### src/design/dcic_consts.svh
// Offsets, field positions, reset values and write mask of the capture unit
`ifndef DCIC_CONSTS_SVH
`define DCIC_CONSTS_SVH
`define DCIC_OFF_CONTROL 20'h40c14
`define DCIC_OFF_VALUES 20'h40c18
`define DCIC_BIT_ENABLE 0
`define DCIC_BIT_CH1_EDGE 1
`define DCIC_BIT_CH2_EDGE 2
`define DCIC_LSB_PRESCALE 16
`define DCIC_LSB_SRC1 20
`define DCIC_BIT_CH2_SRC 22
`define DCIC_BIT_PIN_TRIG 23
`define DCIC_CONTROL_RESET 32'h00000000
`define DCIC_CONTROL_WMASK 32'h00ff0007
`define DCIC_PIN_SEL_RESET 3'h0
`endif

### src/design/dcic_pkg.sv
// Types shared by the capture unit
package dcic_pkg;
  typedef enum logic [1:0] {
    DCIC_SRC_RSV = 2'b00,
    DCIC_SRC_LVD = 2'b01,
    DCIC_SRC_LSCK = 2'b10,
    DCIC_SRC_PIN = 2'b11
  } dcic_src_t;
  typedef struct packed {
    logic pin_trig_level_n;
    logic ch2_source_select;
    dcic_src_t ch1_source_select;
    logic [3:0] ch1_prescale;
    logic ch2_edge_select;
    logic ch1_edge_select;
    logic capture_unit_enable;
  } dcic_ctrl_t;
  typedef struct packed {
    logic ch1_capture_flag;
    logic ch2_capture_flag;
  } dcic_flags_t;
endpackage

### src/design/dcic_capture_unit.sv
// Two-channel input capture unit with APB register access
//
// Overview of operation
// Software sets channel 1 clock, source, prescale, edge, pin, interrupts, then enable.
// Software sets channel 2 clock, source, edge, pin, interrupts, then enable.
// Control bit 22 picks channel 2 source: 0 own pin, 1 channel 1 source.
// Channel 2 trigger goes straight to its edge detector, never prescaled.
// Source field 21:20: 01 low-voltage detect, 10 low-speed clock, 00 reserved.
// Prescale field 19:16 divides channel 1 input by two to that power.
// Bit 23 chooses level (0) or rising-edge (1) trigger for channel 1 pin.
// Bit 1 selects channel 1 capture edge: 0 rising, 1 falling.
// Bit 2 selects channel 2 capture edge: 0 rising, 1 falling.
// Bit 0 enables capture; clearing it keeps both capture values.
// A channel 2 capture pulses the channel 2 capture flag.
// Software enables per-channel and global interrupts to receive them.
// Capture value bits 31:16 read the channel 2 value, read only.
// Capture value bits 15:0 read the channel 1 value, read only.
// A 3-bit code picks the pin pair from port 1 or port 2.
// A trigger copies the shared counter into that channel's capture value.
// A channel 1 capture pulses the channel 1 capture flag.
// Source code 11 takes channel 1 from its pin chosen by the pair code.
// Inputs pass two flip-flops before edge detection.
// Control bits 31:24, 15:3 read zero and ignore writes.
`timescale 1ns/1ps
`include "dcic_consts.svh"
module dcic_capture_unit
  import dcic_pkg::*;
#(
  parameter int CNT_W = 16
) (
  // Clock and reset
  input wire logic clk,
  input wire logic reset,
  // Tick enable from the timer clock divider
  input wire logic timer_tick_clock,
  // Shared counter from the timer
  input wire logic [CNT_W-1:0] shared_counter_value,
  // Capture sources
  input wire logic [7:0] port1_pins,
  input wire logic [7:0] port2_pins,
  input wire logic [2:0] pin_pair_select,
  input wire logic low_voltage_detect_out,
  input wire logic low_speed_clock,
  // APB slave
  input wire logic psel,
  input wire logic penable,
  input wire logic pwrite,
  input wire logic [19:0] paddr,
  input wire logic [31:0] pwdata,
  output logic [31:0] prdata,
  output logic pready,
  output logic pslverr,
  // Capture flag pulses toward the interrupt flag register
  output dcic_flags_t capture_flags
);

  dcic_ctrl_t ctrl;
  logic [CNT_W-1:0] ch1_capture_value;
  logic [CNT_W-1:0] ch2_capture_value;
  logic [1:0] pin_sync1;
  logic [1:0] pin_sync2;
  logic [1:0] int_sync1;
  logic [1:0] int_sync2;
  logic pin1_prev;
  logic ch1_cond;
  logic [14:0] pre_cnt;
  logic pre_out;
  logic pre_prev;
  logic ch2_prev;
  logic ch1_src;
  logic ch2_src;
  logic ch1_hit;
  logic ch2_hit;
  logic pin1_raw;
  logic pin2_raw;
  logic apb_wr;
  logic apb_rd;
  logic [31:0] next_rdata;

  // Pin pair picks: low two bits of code pick the pair, top bit the port
  function automatic logic [1:0] pick_pair(input logic [2:0] code, input logic [7:0] p1,
                                           input logic [7:0] p2);
    logic [7:0] port;
    port = code[2] ? p2 : p1;
    pick_pair = {port[{code[1:0], 1'b1}], port[{code[1:0], 1'b0}]};
  endfunction

  // Edge selected capture: 0 rising, 1 falling
  function automatic logic edge_hit(input logic falling, input logic prev, input logic cur);
    edge_hit = falling ? (prev & ~cur) : (~prev & cur);
  endfunction

  always_comb
  begin
    {pin2_raw, pin1_raw} = pick_pair(pin_pair_select, port1_pins, port2_pins);
  end

  // Two-stage synchronisers
  always_ff @(posedge clk)
  begin
    if (reset)
    begin
      pin_sync1 <= 2'h0;
      pin_sync2 <= 2'h0;
      int_sync1 <= 2'h0;
      int_sync2 <= 2'h0;
    end
    else
    begin
      pin_sync1 <= {pin2_raw, pin1_raw};
      pin_sync2 <= pin_sync1;
      int_sync1 <= {low_speed_clock, low_voltage_detect_out};
      int_sync2 <= int_sync1;
    end
  end

  // Pin conditioning: level passes through, rising-edge mode toggles per rising edge
  always_ff @(posedge clk)
  begin
    if (reset)
    begin
      pin1_prev <= 1'b0;
      ch1_cond <= 1'b0;
    end
    else
    begin
      pin1_prev <= pin_sync2[0];
      if (!ctrl.pin_trig_level_n)
        ch1_cond <= pin_sync2[0];
      else if (pin_sync2[0] && !pin1_prev)
        ch1_cond <= ~ch1_cond;
    end
  end

  always_comb
  begin
    unique case (ctrl.ch1_source_select)
      DCIC_SRC_LVD: ch1_src = int_sync2[0];
      DCIC_SRC_LSCK: ch1_src = int_sync2[1];
      DCIC_SRC_PIN: ch1_src = ch1_cond;
      DCIC_SRC_RSV: ch1_src = 1'b0;
    endcase
    ch2_src = ctrl.ch2_source_select ? ch1_src : pin_sync2[1];
  end

  // Prescaler: bit n of a counter of source rising edges divides by 2^(n+1)
  always_ff @(posedge clk)
  begin
    if (reset)
    begin
      pre_cnt <= 15'h0000;
      pre_prev <= 1'b0;
    end
    else
    begin
      pre_prev <= ch1_src;
      if (!ctrl.capture_unit_enable)
        pre_cnt <= 15'h0000;
      else if (ch1_src && !pre_prev)
        pre_cnt <= pre_cnt + 15'h0001;
    end
  end

  always_comb
  begin
    if (ctrl.ch1_prescale == 4'h0)
      pre_out = pre_prev;
    else
      pre_out = pre_cnt[ctrl.ch1_prescale - 4'h1];
  end

  // Edge detection and capture, stepped on the timer tick
  logic pre_out_q;
  always_ff @(posedge clk)
  begin
    if (reset)
    begin
      pre_out_q <= 1'b0;
      ch2_prev <= 1'b0;
    end
    else if (timer_tick_clock)
    begin
      pre_out_q <= pre_out;
      ch2_prev <= ch2_src;
    end
  end

  assign ch1_hit = timer_tick_clock && ctrl.capture_unit_enable &&
                   edge_hit(ctrl.ch1_edge_select, pre_out_q, pre_out);
  assign ch2_hit = timer_tick_clock && ctrl.capture_unit_enable &&
                   edge_hit(ctrl.ch2_edge_select, ch2_prev, ch2_src);

  always_ff @(posedge clk)
  begin
    if (reset)
    begin
      ch1_capture_value <= '0;
      ch2_capture_value <= '0;
    end
    else
    begin
      if (ch1_hit)
        ch1_capture_value <= shared_counter_value;
      if (ch2_hit)
        ch2_capture_value <= shared_counter_value;
    end
  end

  always_ff @(posedge clk)
  begin
    if (reset)
      capture_flags <= '0;
    else
    begin
      capture_flags.ch1_capture_flag <= ch1_hit;
      capture_flags.ch2_capture_flag <= ch2_hit;
    end
  end

  // APB slave: zero wait states, unmapped reads zero with error
  assign apb_wr = psel && penable && pwrite;
  assign apb_rd = psel && !penable && !pwrite;

  always_ff @(posedge clk)
  begin
    if (reset)
      ctrl <= '0;
    else if (apb_wr && paddr == `DCIC_OFF_CONTROL)
    begin
      ctrl.capture_unit_enable <= pwdata[`DCIC_BIT_ENABLE];
      ctrl.ch1_edge_select <= pwdata[`DCIC_BIT_CH1_EDGE];
      ctrl.ch2_edge_select <= pwdata[`DCIC_BIT_CH2_EDGE];
      ctrl.ch1_prescale <= pwdata[`DCIC_LSB_PRESCALE +: 4];
      ctrl.ch1_source_select <= dcic_src_t'(pwdata[`DCIC_LSB_SRC1 +: 2]);
      ctrl.ch2_source_select <= pwdata[`DCIC_BIT_CH2_SRC];
      ctrl.pin_trig_level_n <= pwdata[`DCIC_BIT_PIN_TRIG];
    end
  end

  always_comb
  begin
    next_rdata = 32'h00000000;
    if (paddr == `DCIC_OFF_CONTROL)
    begin
      next_rdata[`DCIC_BIT_ENABLE] = ctrl.capture_unit_enable;
      next_rdata[`DCIC_BIT_CH1_EDGE] = ctrl.ch1_edge_select;
      next_rdata[`DCIC_BIT_CH2_EDGE] = ctrl.ch2_edge_select;
      next_rdata[`DCIC_LSB_PRESCALE +: 4] = ctrl.ch1_prescale;
      next_rdata[`DCIC_LSB_SRC1 +: 2] = ctrl.ch1_source_select;
      next_rdata[`DCIC_BIT_CH2_SRC] = ctrl.ch2_source_select;
      next_rdata[`DCIC_BIT_PIN_TRIG] = ctrl.pin_trig_level_n;
    end
    else if (paddr == `DCIC_OFF_VALUES)
    begin
      next_rdata[31:16] = 16'(ch2_capture_value);
      next_rdata[15:0] = 16'(ch1_capture_value);
    end
  end

  always_ff @(posedge clk)
  begin
    if (reset)
    begin
      prdata <= 32'h00000000;
      pready <= 1'b0;
      pslverr <= 1'b0;
    end
    else
    begin
      pready <= psel && !penable;
      pslverr <= psel && !penable && paddr != `DCIC_OFF_CONTROL && paddr != `DCIC_OFF_VALUES;
      if (apb_rd)
        prdata <= next_rdata;
    end
  end

  // Assertions
  property p_ch1_capture;
    @(posedge clk) disable iff (reset)
    ch1_hit |=> ch1_capture_value == $past(shared_counter_value) && capture_flags[1];
  endproperty
  a_ch1_capture: assert property (p_ch1_capture) else $error("ch1 capture wrong");

  property p_ch2_capture;
    @(posedge clk) disable iff (reset)
    ch2_hit |=> ch2_capture_value == $past(shared_counter_value) && capture_flags[0];
  endproperty
  a_ch2_capture: assert property (p_ch2_capture) else $error("ch2 capture wrong");

  property p_ch2_flag;
    @(posedge clk) disable iff (reset)
    ch2_hit |=> capture_flags.ch2_capture_flag ##1 !capture_flags.ch2_capture_flag || $past(ch2_hit);
  endproperty
  a_ch2_flag: assert property (p_ch2_flag) else $error("ch2 flag wrong");

  property p_disabled_hold;
    @(posedge clk) disable iff (reset)
    !ctrl.capture_unit_enable |=> $stable(ch1_capture_value) && $stable(ch2_capture_value);
  endproperty
  a_disabled_hold: assert property (p_disabled_hold) else $error("value changed when off");

  property p_ch2_src;
    @(posedge clk) disable iff (reset)
    ctrl.ch2_source_select |-> ch2_src == ch1_src;
  endproperty
  a_ch2_src: assert property (p_ch2_src) else $error("ch2 source wrong");

  property p_values_read;
    @(posedge clk) disable iff (reset)
    apb_rd && paddr == `DCIC_OFF_VALUES |=>
      prdata == {$past(ch2_capture_value), $past(ch1_capture_value)};
  endproperty
  a_values_read: assert property (p_values_read) else $error("value read wrong");

  property p_ctrl_zero;
    @(posedge clk) disable iff (reset)
    apb_rd && paddr == `DCIC_OFF_CONTROL |=> (prdata & ~`DCIC_CONTROL_WMASK) == 32'h0;
  endproperty
  a_ctrl_zero: assert property (p_ctrl_zero) else $error("reserved bits set");

  property p_flag1_cause;
    @(posedge clk) disable iff (reset)
    capture_flags.ch1_capture_flag |-> $past(ctrl.capture_unit_enable && timer_tick_clock);
  endproperty
  a_flag1_cause: assert property (p_flag1_cause) else $error("ch1 flag without cause");

  property p_flag2_cause;
    @(posedge clk) disable iff (reset)
    capture_flags.ch2_capture_flag |-> $past(ctrl.capture_unit_enable && timer_tick_clock);
  endproperty
  a_flag2_cause: assert property (p_flag2_cause) else $error("ch2 flag without cause");

  property p_rsv_src;
    @(posedge clk) disable iff (reset)
    ctrl.ch1_source_select == DCIC_SRC_RSV && $past(ctrl.ch1_source_select) == DCIC_SRC_RSV &&
      ctrl.ch1_prescale == 4'h0 && !ctrl.ch1_edge_select |-> !ch1_src && !ch1_hit;
  endproperty
  a_rsv_src: assert property (p_rsv_src) else $error("reserved source active");

  c_ch1: cover property (@(posedge clk) disable iff (reset) ch1_hit);
  c_ch2: cover property (@(posedge clk) disable iff (reset) ch2_hit && ctrl.ch2_source_select);
  c_pre: cover property (@(posedge clk) disable iff (reset) ch1_hit && ctrl.ch1_prescale != 4'h0);
  c_pin_edge: cover property (@(posedge clk) disable iff (reset) ch1_hit && ctrl.pin_trig_level_n);
  c_fall: cover property (@(posedge clk) disable iff (reset) ch2_hit && ctrl.ch2_edge_select);

endmodule // dcic_capture_unit

### config.mk
export PLATFORM = sky130hd
export DESIGN_NAME = dcic_capture_unit
export DESIGN_NICKNAME = d
export VERILOG_FILES = /design/src/design/dcic_pkg.sv /design/src/design/dcic_capture_unit.sv
export VERILOG_INCLUDE_DIRS = /design/src /design/src/design
export SDC_FILE = /design/constraint.sdc
export NUM_CORES = 1
export LEC_CHECK = 0
export BUFFER_PORTS_ARGS = -buffer_cell sky130_fd_sc_hd__buf_2
export CELL_PAD_IN_SITES_DETAIL_PLACEMENT = 1
export CELL_PAD_IN_SITES_GLOBAL_PLACEMENT = 2
export CORE_MARGIN = 8
export CORE_UTILIZATION = 28
export CTS_CLUSTER_SIZE = 30
export DETAILED_ROUTE_END_ITERATION = 7
export HOLD_SLACK_MARGIN = 0.08
export PLACE_DENSITY = 0.84
export RECOVER_POWER = 100
export SLEW_MARGIN = 20
export SYNTH_ARGS = -nofsm -noshare
export SYNTH_HDL_FRONTEND = slang
export SYNTH_SLANG_ARGS = --single-unit
### constraint.sdc
create_clock -name clk -period 3.2 [get_ports clk]
set_input_delay 0.32 -clock clk [delete_from_list [all_inputs] [get_ports clk]]
set_output_delay 0.32 -clock clk [all_outputs]
set_load 0.02 [all_outputs]
Word-level counts from Yosys, hierarchy flattened
Index checks and enable logic that the tools add are counted.
{"block": "word_totals", "reg_bits": 107, "in_bits": 95, "word_cells": 85}
{"block": "classes", "addsub": 2, "n_lt_le_gt_ge": 3, "n_eq_ne": 8, "mux": 19, "n_bitwise": 10, "reduce_logical": 19}
{"operator": "equality test 20 x 19 -> 1 bit, second input constant", "count": 2}
{"operator": "inequality test 20 x 19 -> 1 bit, second input constant", "count": 2}
{"operator": "two-way mux 32 bit", "count": 1}
{"operator": "two-way mux 8 bit", "count": 3}
{"operator": "adder 15 x 1 -> 15 bit, second input constant", "count": 1}
{"operator": "two-way mux 13 bit", "count": 1}
{"operator": "logical AND 1 bit", "count": 12}
{"operator": "two-way mux 1 bit", "count": 9}
{"operator": "less-than comparator 3 x 4 -> 1 bit, second input constant", "count": 2}
{"operator": "NOT 1 bit", "count": 6}
{"operator": "less-than comparator 4 x 5 -> 1 bit, second input constant", "count": 1}
{"operator": "bitwise AND 1 bit", "count": 4}
{"operator": "binary-select mux 1 bit (select 2 bit)", "count": 2}
{"operator": "binary-select mux 1 bit (select 4 bit)", "count": 1}
{"operator": "equality test 2 bit, second input constant", "count": 2}
{"operator": "zero test 1 bit", "count": 4}
{"operator": "zero test 4 bit", "count": 1}
{"operator": "case mux 1 bit (4 select lines)", "count": 1}
{"operator": "subtractor 4 x 1 -> 4 bit, second input constant", "count": 1}
{"operator": "two-way mux 3 bit", "count": 1}
{"operator": "equality test 2 x 1 -> 1 bit, second input constant", "count": 1}
{"operator": "zero test 2 bit", "count": 1}
{"operator": "inequality test 2 x 1 -> 1 bit, second input constant", "count": 1}
{"operator": "OR reduction 2 bit", "count": 1}

Logic depth before layout (Yosys ltp)
Gate-level depths: netlist of the first run.
{"block": "logic_depth", "word_depth": 8, "ltp_mapped": 10, "ltp_nobuf": 8}

Least setup slack after synthesis of the first run
Ideal clock, no wire load.
{"block": "synth_path", "path_type": "register to register", "from": "register ctrl[3] (netlist name)", "to": "register ch1_capture_value[10]", "arrival_ns": 2.951, "required_ns": 3.128, "path_slack_ns": 0.178, "stages_incl_launch_ff": 11, "period_less_slack_ns": 3.022, "cell_sequence": "dfxtp_1 > buf_2 > inv_1 > ha_1 > mux2_2 > a222oi_1 > nor4_1 > a211oi_2 > mux2i_2 > buf_6 > mux2i_1"}
{"block": "synth_via", "elab_chain_len": 8, "word_cells_on_any_way": 10, "classes_between": "add/sub (1); mux (4); bitwise (3); reduce/logical (2)"}
{"item": "start: declaration", "line": "dcic_capture_unit.sv:57", "rtl": "dcic_ctrl_t ctrl;"}
{"item": "subtractor 4 x 1 -> 4 bit", "line": "dcic_capture_unit.sv:169", "rtl": "pre_out = pre_cnt[ctrl.ch1_prescale - 4'h1];"}
{"item": "binary-select mux 1 bit (select 4 bit)", "line": "dcic_capture_unit.sv:169"}
{"item": "two-way mux 1 bit (implied by the code)", "line": "dcic_capture_unit.sv:169"}
{"item": "two-way mux 1 bit (*)", "line": "dcic_capture_unit.sv:166", "rtl": "if (ctrl.ch1_prescale == 4'h0)"}
{"item": "NOT 1 bit", "line": "dcic_capture_unit.sv:90", "rtl": "edge_hit = falling ? (prev & ~cur) : (~prev & cur);"}
{"item": "bitwise AND 1 bit", "line": "dcic_capture_unit.sv:90"}
{"item": "two-way mux 1 bit (*)", "line": "dcic_capture_unit.sv:90"}
{"item": "logical AND 1 bit (*)", "line": "dcic_capture_unit.sv:188", "rtl": "assign ch1_hit = timer_tick_clock && ctrl.capture_unit_enable &&"}
{"item": "end signal: assignment", "line": "dcic_capture_unit.sv:203", "rtl": "ch1_capture_value <= shared_counter_value;"}
{"item": "end: declaration", "line": "dcic_capture_unit.sv:58", "rtl": "logic [CNT_W-1:0] ch1_capture_value;"}
Every way passes the cells marked *; elsewhere a longest branch is shown, timed or not. The select of a mux whose other input is x is not followed.
A chain may end at the register's enable or synchronous reset.

Final worst setup path of the first run
{"block": "layout_path", "from": "register ctrl[4] (netlist name)", "to": "register ch1_capture_value[4]"}
The elaborated chain is that of the path after synthesis.

==> impl_metrics.ini, run 1 <==
[status]
status = complete, but fails checks
violations = capacitance limit, slew limit

[place]
place.gp.congestion = 0.837
port_buffers = 109
dp.cells = 755
dp_hpwl_mm = 9.19

[layout]
instances_no_fill = 771
n_antenna_cell = 0
multi_input_area_sq_um = 2140
drive_gt1_share_pct = 18.9
areaGrowthSynthToFinish_pct = 22.6
fillCellCount = 1851
utilization_pct = 34.6
final-seq-area_sq_um = 2140
layout.nets = 648

[die]
start_util_pct = 28.2
ios = 131
die_x_microns = 142
rows = 46
fp.dieH_microns = 142
floorplan.die_area_sq_um = 20000
core_area_sq_um = 15700

[power_and_ir_drop]
p_switching_mw = 0.562
vdd.ir_drop.worst_uv = 257
intPower_mw = 1.96
seq_power_share_pct = 53.3
leakagePower_nw = 1.98
p_total_mw = 2.52
netSwitchingFraction_pct = 22.3
power.density_nw_per_um2 = 466
combPwrFrac_pct = 4.8
clockPowerShare_pct = 41.9

[detailed_routing]
drc = 0
vias = 3628
wl_per_cell_microns = 16.2
first_pass_iters = 4
via_per_inst = 4.71
drtIter0Drc = 130
wirelength_mm = 12.5
ant_nets = 0

[global_route]
grt-busiest-layer = met2
met2_usage_pct = 22.1
use_met3_pct = 4.27
grt_pass1_wl_mm = 20.0
antenna_found_initial = 0
grt_pass1_vias = 3853
grt.overflow.total = 0
track_usage_pct = 12.7
grt_max_degree = 74
grt_util_met1_pct = 14.3

[setup_path]
cpLargestDelayFamily = multiplexers
cp_max_fo = 17
required_ns = 3.48
cp.arrival_ns = 3.24
worst_setup_path_start_kind = flip-flop
cpPeakStageDelay_ns = 0.46
path_cells = inv_1 -> ha_1 -> mux2_2 -> a222oi_1 -> nor4_1 -> a211oi_2 -> mux2i_4 -> buf_12 -> mux2i_1
path_class = reg -> reg
critPathCaptureType = flip-flop
slowest_stage = dfxtp_1
worst-path-buf-inv = 2
r2r_slack_ns = 0.24

[yosys]
synth_top_area_cell = dfxtp_1
yosys.cell_types.count = 47
synth_compound_area_share_pct = 10.0
syn_inst = 447
ys_top_cells_by_area = dfxtp_1, mux2i_1, nor2_1
seq_area_frac_synth_pct = 48.6
syn_area_per_cell_sq_um = 9.87
synthArstFlopShare_pct = 0
synth_top_area_share_pct = 48.6
synth_xor_area_share_pct = 2.58
synthAdderAreaFrac_pct = 0.851
synth_top_family_by_area = simple AND/OR/NAND/NOR gates
ys_ff_latch = 107
muxShareOfSynthArea_pct = 15.1
ys_warn_count = 0
syn_nets = 545
ys.flop_type = dfxtp_1
synthesis.area_sq_um = 4410
yosys.area_share.simple_pct = 19.9
synth-edff-count = 0

[sta]
fin_crit_ns = 2.96
slew_viol_final = 109
hold_viol = 0
finalSetupViolations = 0
rsz0062_at_grt = no
fin_skew_ns = 0.00895
post-route-period-util_pct = 92.4
slew-limit-headroom_pct = -76.8
max_freq_mhz = 338
setup-tns-final_ns = 0
worst_pin_slew_ns = 2.65

[clocking]
clkSinkCount = 107
clkLatencyLatePin_ns = 0.35
cts_tree = yes
post_cts.repair.setup_buffers = 0
clockBufferDepth = 2
ctsRootBufferMaster = clkbuf_16
numCtsBuffers = 9
ctsResizeCount = 0
cts_hold_buf = 0
cts.clk_slew.worst_paths_ns = 0.07
cts-htree-levels = 3

[hold_path]
min-delay-path-class = in -> reg

[job]
cap_violations = 2
-- registers in the layout, summed over array words and instances (netlist names), 2 cells and up --
signal             cells
prdata                32
ch1_capture_value     16
ch2_capture_value     16
pre_cnt               15
ctrl                  11
capture_flags          2
int_sync1              2
int_sync2              2
pin_sync1              2
pin_sync2              2
-- synthesized netlist by cell type, drive strengths merged (2+ instances only) --
cell,number
a211oi,2
a21oi,16
a22oi,32
and4,2
buf,6
clkbuf,20
dfxtp,107
ha,3
inv,4
mux2,2
mux2i,48
mux4,7
nand2,22
nand2b,34
nand3,3
nand4,6
nor2,71
nor2b,10
nor3,6
nor3b,2
nor4,5
nor4b,2
o21ai,7
or3,3
xnor2,8
xor2,5
-- worst register-to-register path: stages, from the launching register on --
cell and delay [ns]:
dfxtp_1 0.46, inv_1 0.12, ha_1 0.41, mux2_2 0.36
a222oi_1 0.34, nor4_1 0.12, a211oi_2 0.35, mux2i_4 0.32
buf_12 0.20, mux2i_1 0.21
-- layout by cell type, fill, tap and decap left out, drive strengths merged, types with 2 or more instances in the layout --
cell / instances
a21oi: 16
inv: 6
and4: 2
dfxtp: 107
nor4: 5
xnor2: 8
nor2b: 10
clkbuf: 54
buf: 76
clkinvlp: 2
nor2: 71
nand3: 3
a22oi: 32
nor3: 6
mux2i: 48
o21ai: 7
ha: 3
mux4: 7
xor2: 5
nand2: 22
a211oi: 2
nand2b: 34
nand4: 6
nor4b: 2
or3: 3
mux2: 2
nor3b: 2
-- per-layer routing --
layer	up-vias	part of all wire (%)
met5	-	0
met4	0	1.3
met3	10	6.4
met2	90	49
met1	1755	43
li1	1773	-
-- power by group through the flow --
stage	logic [mW]	registers, mW	clock network (mW)
final	0.121	1.34	1.05
after global routing	0.134	1.34	1.15
after CTS	0.125	1.34	1.10
after detailed placement	0.125	1.37	0
after global placement	0.122	1.37	0
after floorplan	0.0561	1.37	0
-- metrics by stage --
| stage | cell area, sq um | hold slack [ns] | setup WS [ns] |
|---|---|---|---|
| floorplan | 4410 | 0.409 | 0.178 |
| global placement | 5210 | 0.429 | 0.375 |
| detailed placement | 5210 | 0.430 | 0.233 |
| CTS | 5490 | 0.164 | 0.204 |
| global route | 5410 | 0.163 | 0.0440 |
| finish | 5410 | 0.179 | 0.244 |
-- worst paths after layout --
| check | start | end | cells after the start |
|---|---|---|---|
| worst min-delay path | penable | pready | 2 |
| worst max register to register | ctrl[4] | ch1_capture_value[4] | 9 |
| worst max-delay path | ctrl[4] | ch1_capture_value[4] | 9 |
| worst min register to register | pin_sync1[0] | pin_sync2[0] | 1 |
-- logic make-up (layout without fill, tap and decap cells) --
kind of cell,Yosys count,after routing
AND/OR/NAND/NOR,173,173
multiplexers,57,57
AO/OA/AOI/OAI,64,64
adder cells (fa/ha/maj),3,3
XOR/XNOR,13,13
flip-flops,107,107
buffers and inverters,30,138
-- layout make-up --
type | count | area share [%]
timing repair buffer | 118 | 10.4
clock buffer | 12 | 4.56
multi-input combinational | 310 | 39.6
sequential | 107 | 39.6
tap | 216 | 5.00
clock inverter | 4 | 0.601
inverter | 4 | 0.278
No activity file was read; power rests on OpenSTA's default activity.
==> inputs of run 2 (changes only) <==
==> constraint.sdc (replaced) <==
create_clock -name clk -period 3.2 [get_ports clk]
set_input_delay 0.16 -clock clk [delete_from_list [all_inputs] [get_ports clk]]
set_output_delay 0.16 -clock clk [all_outputs]
set_load 0.02 [all_outputs]
==> impl_metrics.ini, run 2 (synthesized netlist as in run 1, its figures left out) <==
[layout]
n_antenna_cell = 0
final-seq-area_sq_um = 2140
final_cell_mix = dfxtp_1, nor2_1, buf_2
largest_reg_flops = 32
layout_commonest_cell = dfxtp_1
drive_gt1_share_pct = 18.3
layout.nets = 668
biggestRegsByFlops = prdata: 32 flops, ch1_capture_value: 16 flops, ch2_capture_value: 16 flops
largest-register = prdata
utilization_pct = 35.9
fillCellCount = 1843
multi_input_area_sq_um = 2140
areaGrowthSynthToFinish_pct = 27.5

[die]
start_util_pct = 28.2
die_x_microns = 142
ios = 131
fp.dieH_microns = 142
core_area_sq_um = 15700
rows = 46
floorplan.die_area_sq_um = 20000

[detailed_routing]
vias = 3698
wirelength_mm = 12.7
via_per_inst = 4.68
drtIter0Drc = 182
first_pass_iters = 4
ant_nets = 0
drc = 0
wl_per_cell_microns = 16.1

[clocking]
numCtsBuffers = 9
cts.clk_slew.worst_paths_ns = 0.07
ctsResizeCount = 0
cts_tree = yes
clockBufferDepth = 2
clkLatencyLatePin_ns = 0.35
ctsRootBufferMaster = clkbuf_16
clkSinkCount = 107
cts-htree-levels = 3

[power_and_ir_drop]
seq_power_share_pct = 52.7
p_switching_mw = 0.577
vdd.ir_drop.worst_uv = 282
leakagePower_nw = 2.08
combPwrFrac_pct = 5.6
clockPowerShare_pct = 41.7
power.density_nw_per_um2 = 453
netSwitchingFraction_pct = 22.6
p_total_mw = 2.55
intPower_mw = 1.97

[global_route]
grt_pass1_wl_mm = 20.7
antenna_found_initial = 0
grt.overflow.total = 0
grt_max_degree = 78
track_usage_pct = 13.0
grt_pass1_vias = 4057

[sta]
hold_ws_ns = 0.0852
slew_viol_final = 0
rsz0062_at_grt = no
post-route-period-util_pct = 91.1
max_freq_mhz = 343
slew-limit-headroom_pct = 8.46
fin_crit_ns = 2.92
fin_skew_ns = 0.0105
hold_viol = 0
setup-tns-final_ns = 0
worst_pin_slew_ns = 1.37
finalSetupViolations = 0

[setup_path]
required_ns = 3.47
slowest_stage = dfxtp_1
path_class = reg -> reg
worst_setup_path_start_kind = flip-flop
cpPeakStageDelay_ns = 0.45
critPathCaptureType = flip-flop
worst-path-buf-inv = 2
cpLargestDelayFamily = multiplexers
cp.arrival_ns = 3.19
path_cells = inv_1 -> ha_1 -> mux2_2 -> a222oi_1 -> nor4_1 -> a211oi_2 -> mux2i_4 -> buf_12 -> mux2i_1
r2r_slack_ns = 0.28
cp_max_fo = 17

[hold_path]
min-delay-path-class = in -> reg

[place]
port_buffers = 109
place.gp.congestion = 0.837
dp_hpwl_mm = 9.24

[status]
status = finished clean

[job]
cap_violations = 0
==> run 2: cell count changes in the layout (fill, tap and decap cells not counted), sizes merged <==
| cell | delta |
|---|---|
| clkbuf | -2 |
| dlygate4sd3 | +22 |
| buf | -1 |
| clkinv | +3 |
| clkinvlp | -2 |
==> run 2: final cells by class <==
type | count | share of cell area (%)
clock buffers | 11 | 4.32
clock inverters | 5 | 0.645
inverters | 4 | 0.267
multi-input cells | 310 | 38.1
flip-flops and latches | 107 | 38.1
well taps | 216 | 4.81
repair buffers | 138 | 13.8
==> run 2: final timing paths <==
kind	cells after the start	from	to
setup / recovery	9	ctrl[4]	ch1_capture_value[2]
hold / removal	3	pwdata[0]	ctrl[0]
setup reg to reg	9	ctrl[4]	ch1_capture_value[2]
hold reg to reg	1	pin_sync1[0]	pin_sync2[0]
==> run 2: per-layer routing <==
layer	up-vias	GRT usage, %	wire length [microns]
met1	1785	14.7	5510
met2	88	23.1	6320
li1	1813	-	-
met4	0	4.86	187
met3	12	3.43	699
met5	-	0	0
==> run 2: stage by stage <==
| stage | std cells | worst slack, ns | cell area (sq um) |
|---|---|---|---|
| global route | 791 | 0.108 | 5620 |
| detailed placement | 753 | 0.290 | 5210 |
| finish | 791 | 0.284 | 5620 |
| CTS | 791 | 0.273 | 5710 |
| global placement | 753 | 0.396 | 5210 |
| floorplan | 447 | 0.178 | 4410 |
==> run 2: worst min-delay path, cell delays in order <==
cell     delay [ns]
buf_2          0.09
mux2i_1        0.07
nor2_1         0.07
==> run 2: what timing repair did <==
action / 4_1_cts / 5_1_grt
hold buffers: 22 / 0
buffers inserted: 0 / 0
endpoints found under the hold margin: 28 / 0
setup endpoints to repair: 0 / 0
==> run 2: power groups by stage <==
stage / Sequential, mW / Clock, mW / Combinational (mW)
floorplan: 1.37 / 0 / 0.0561
global route: 1.34 / 1.15 / 0.157
finish: 1.34 / 1.06 / 0.142
CTS: 1.34 / 1.10 / 0.148
global placement: 1.37 / 0 / 0.122
detailed placement: 1.37 / 0 / 0.125
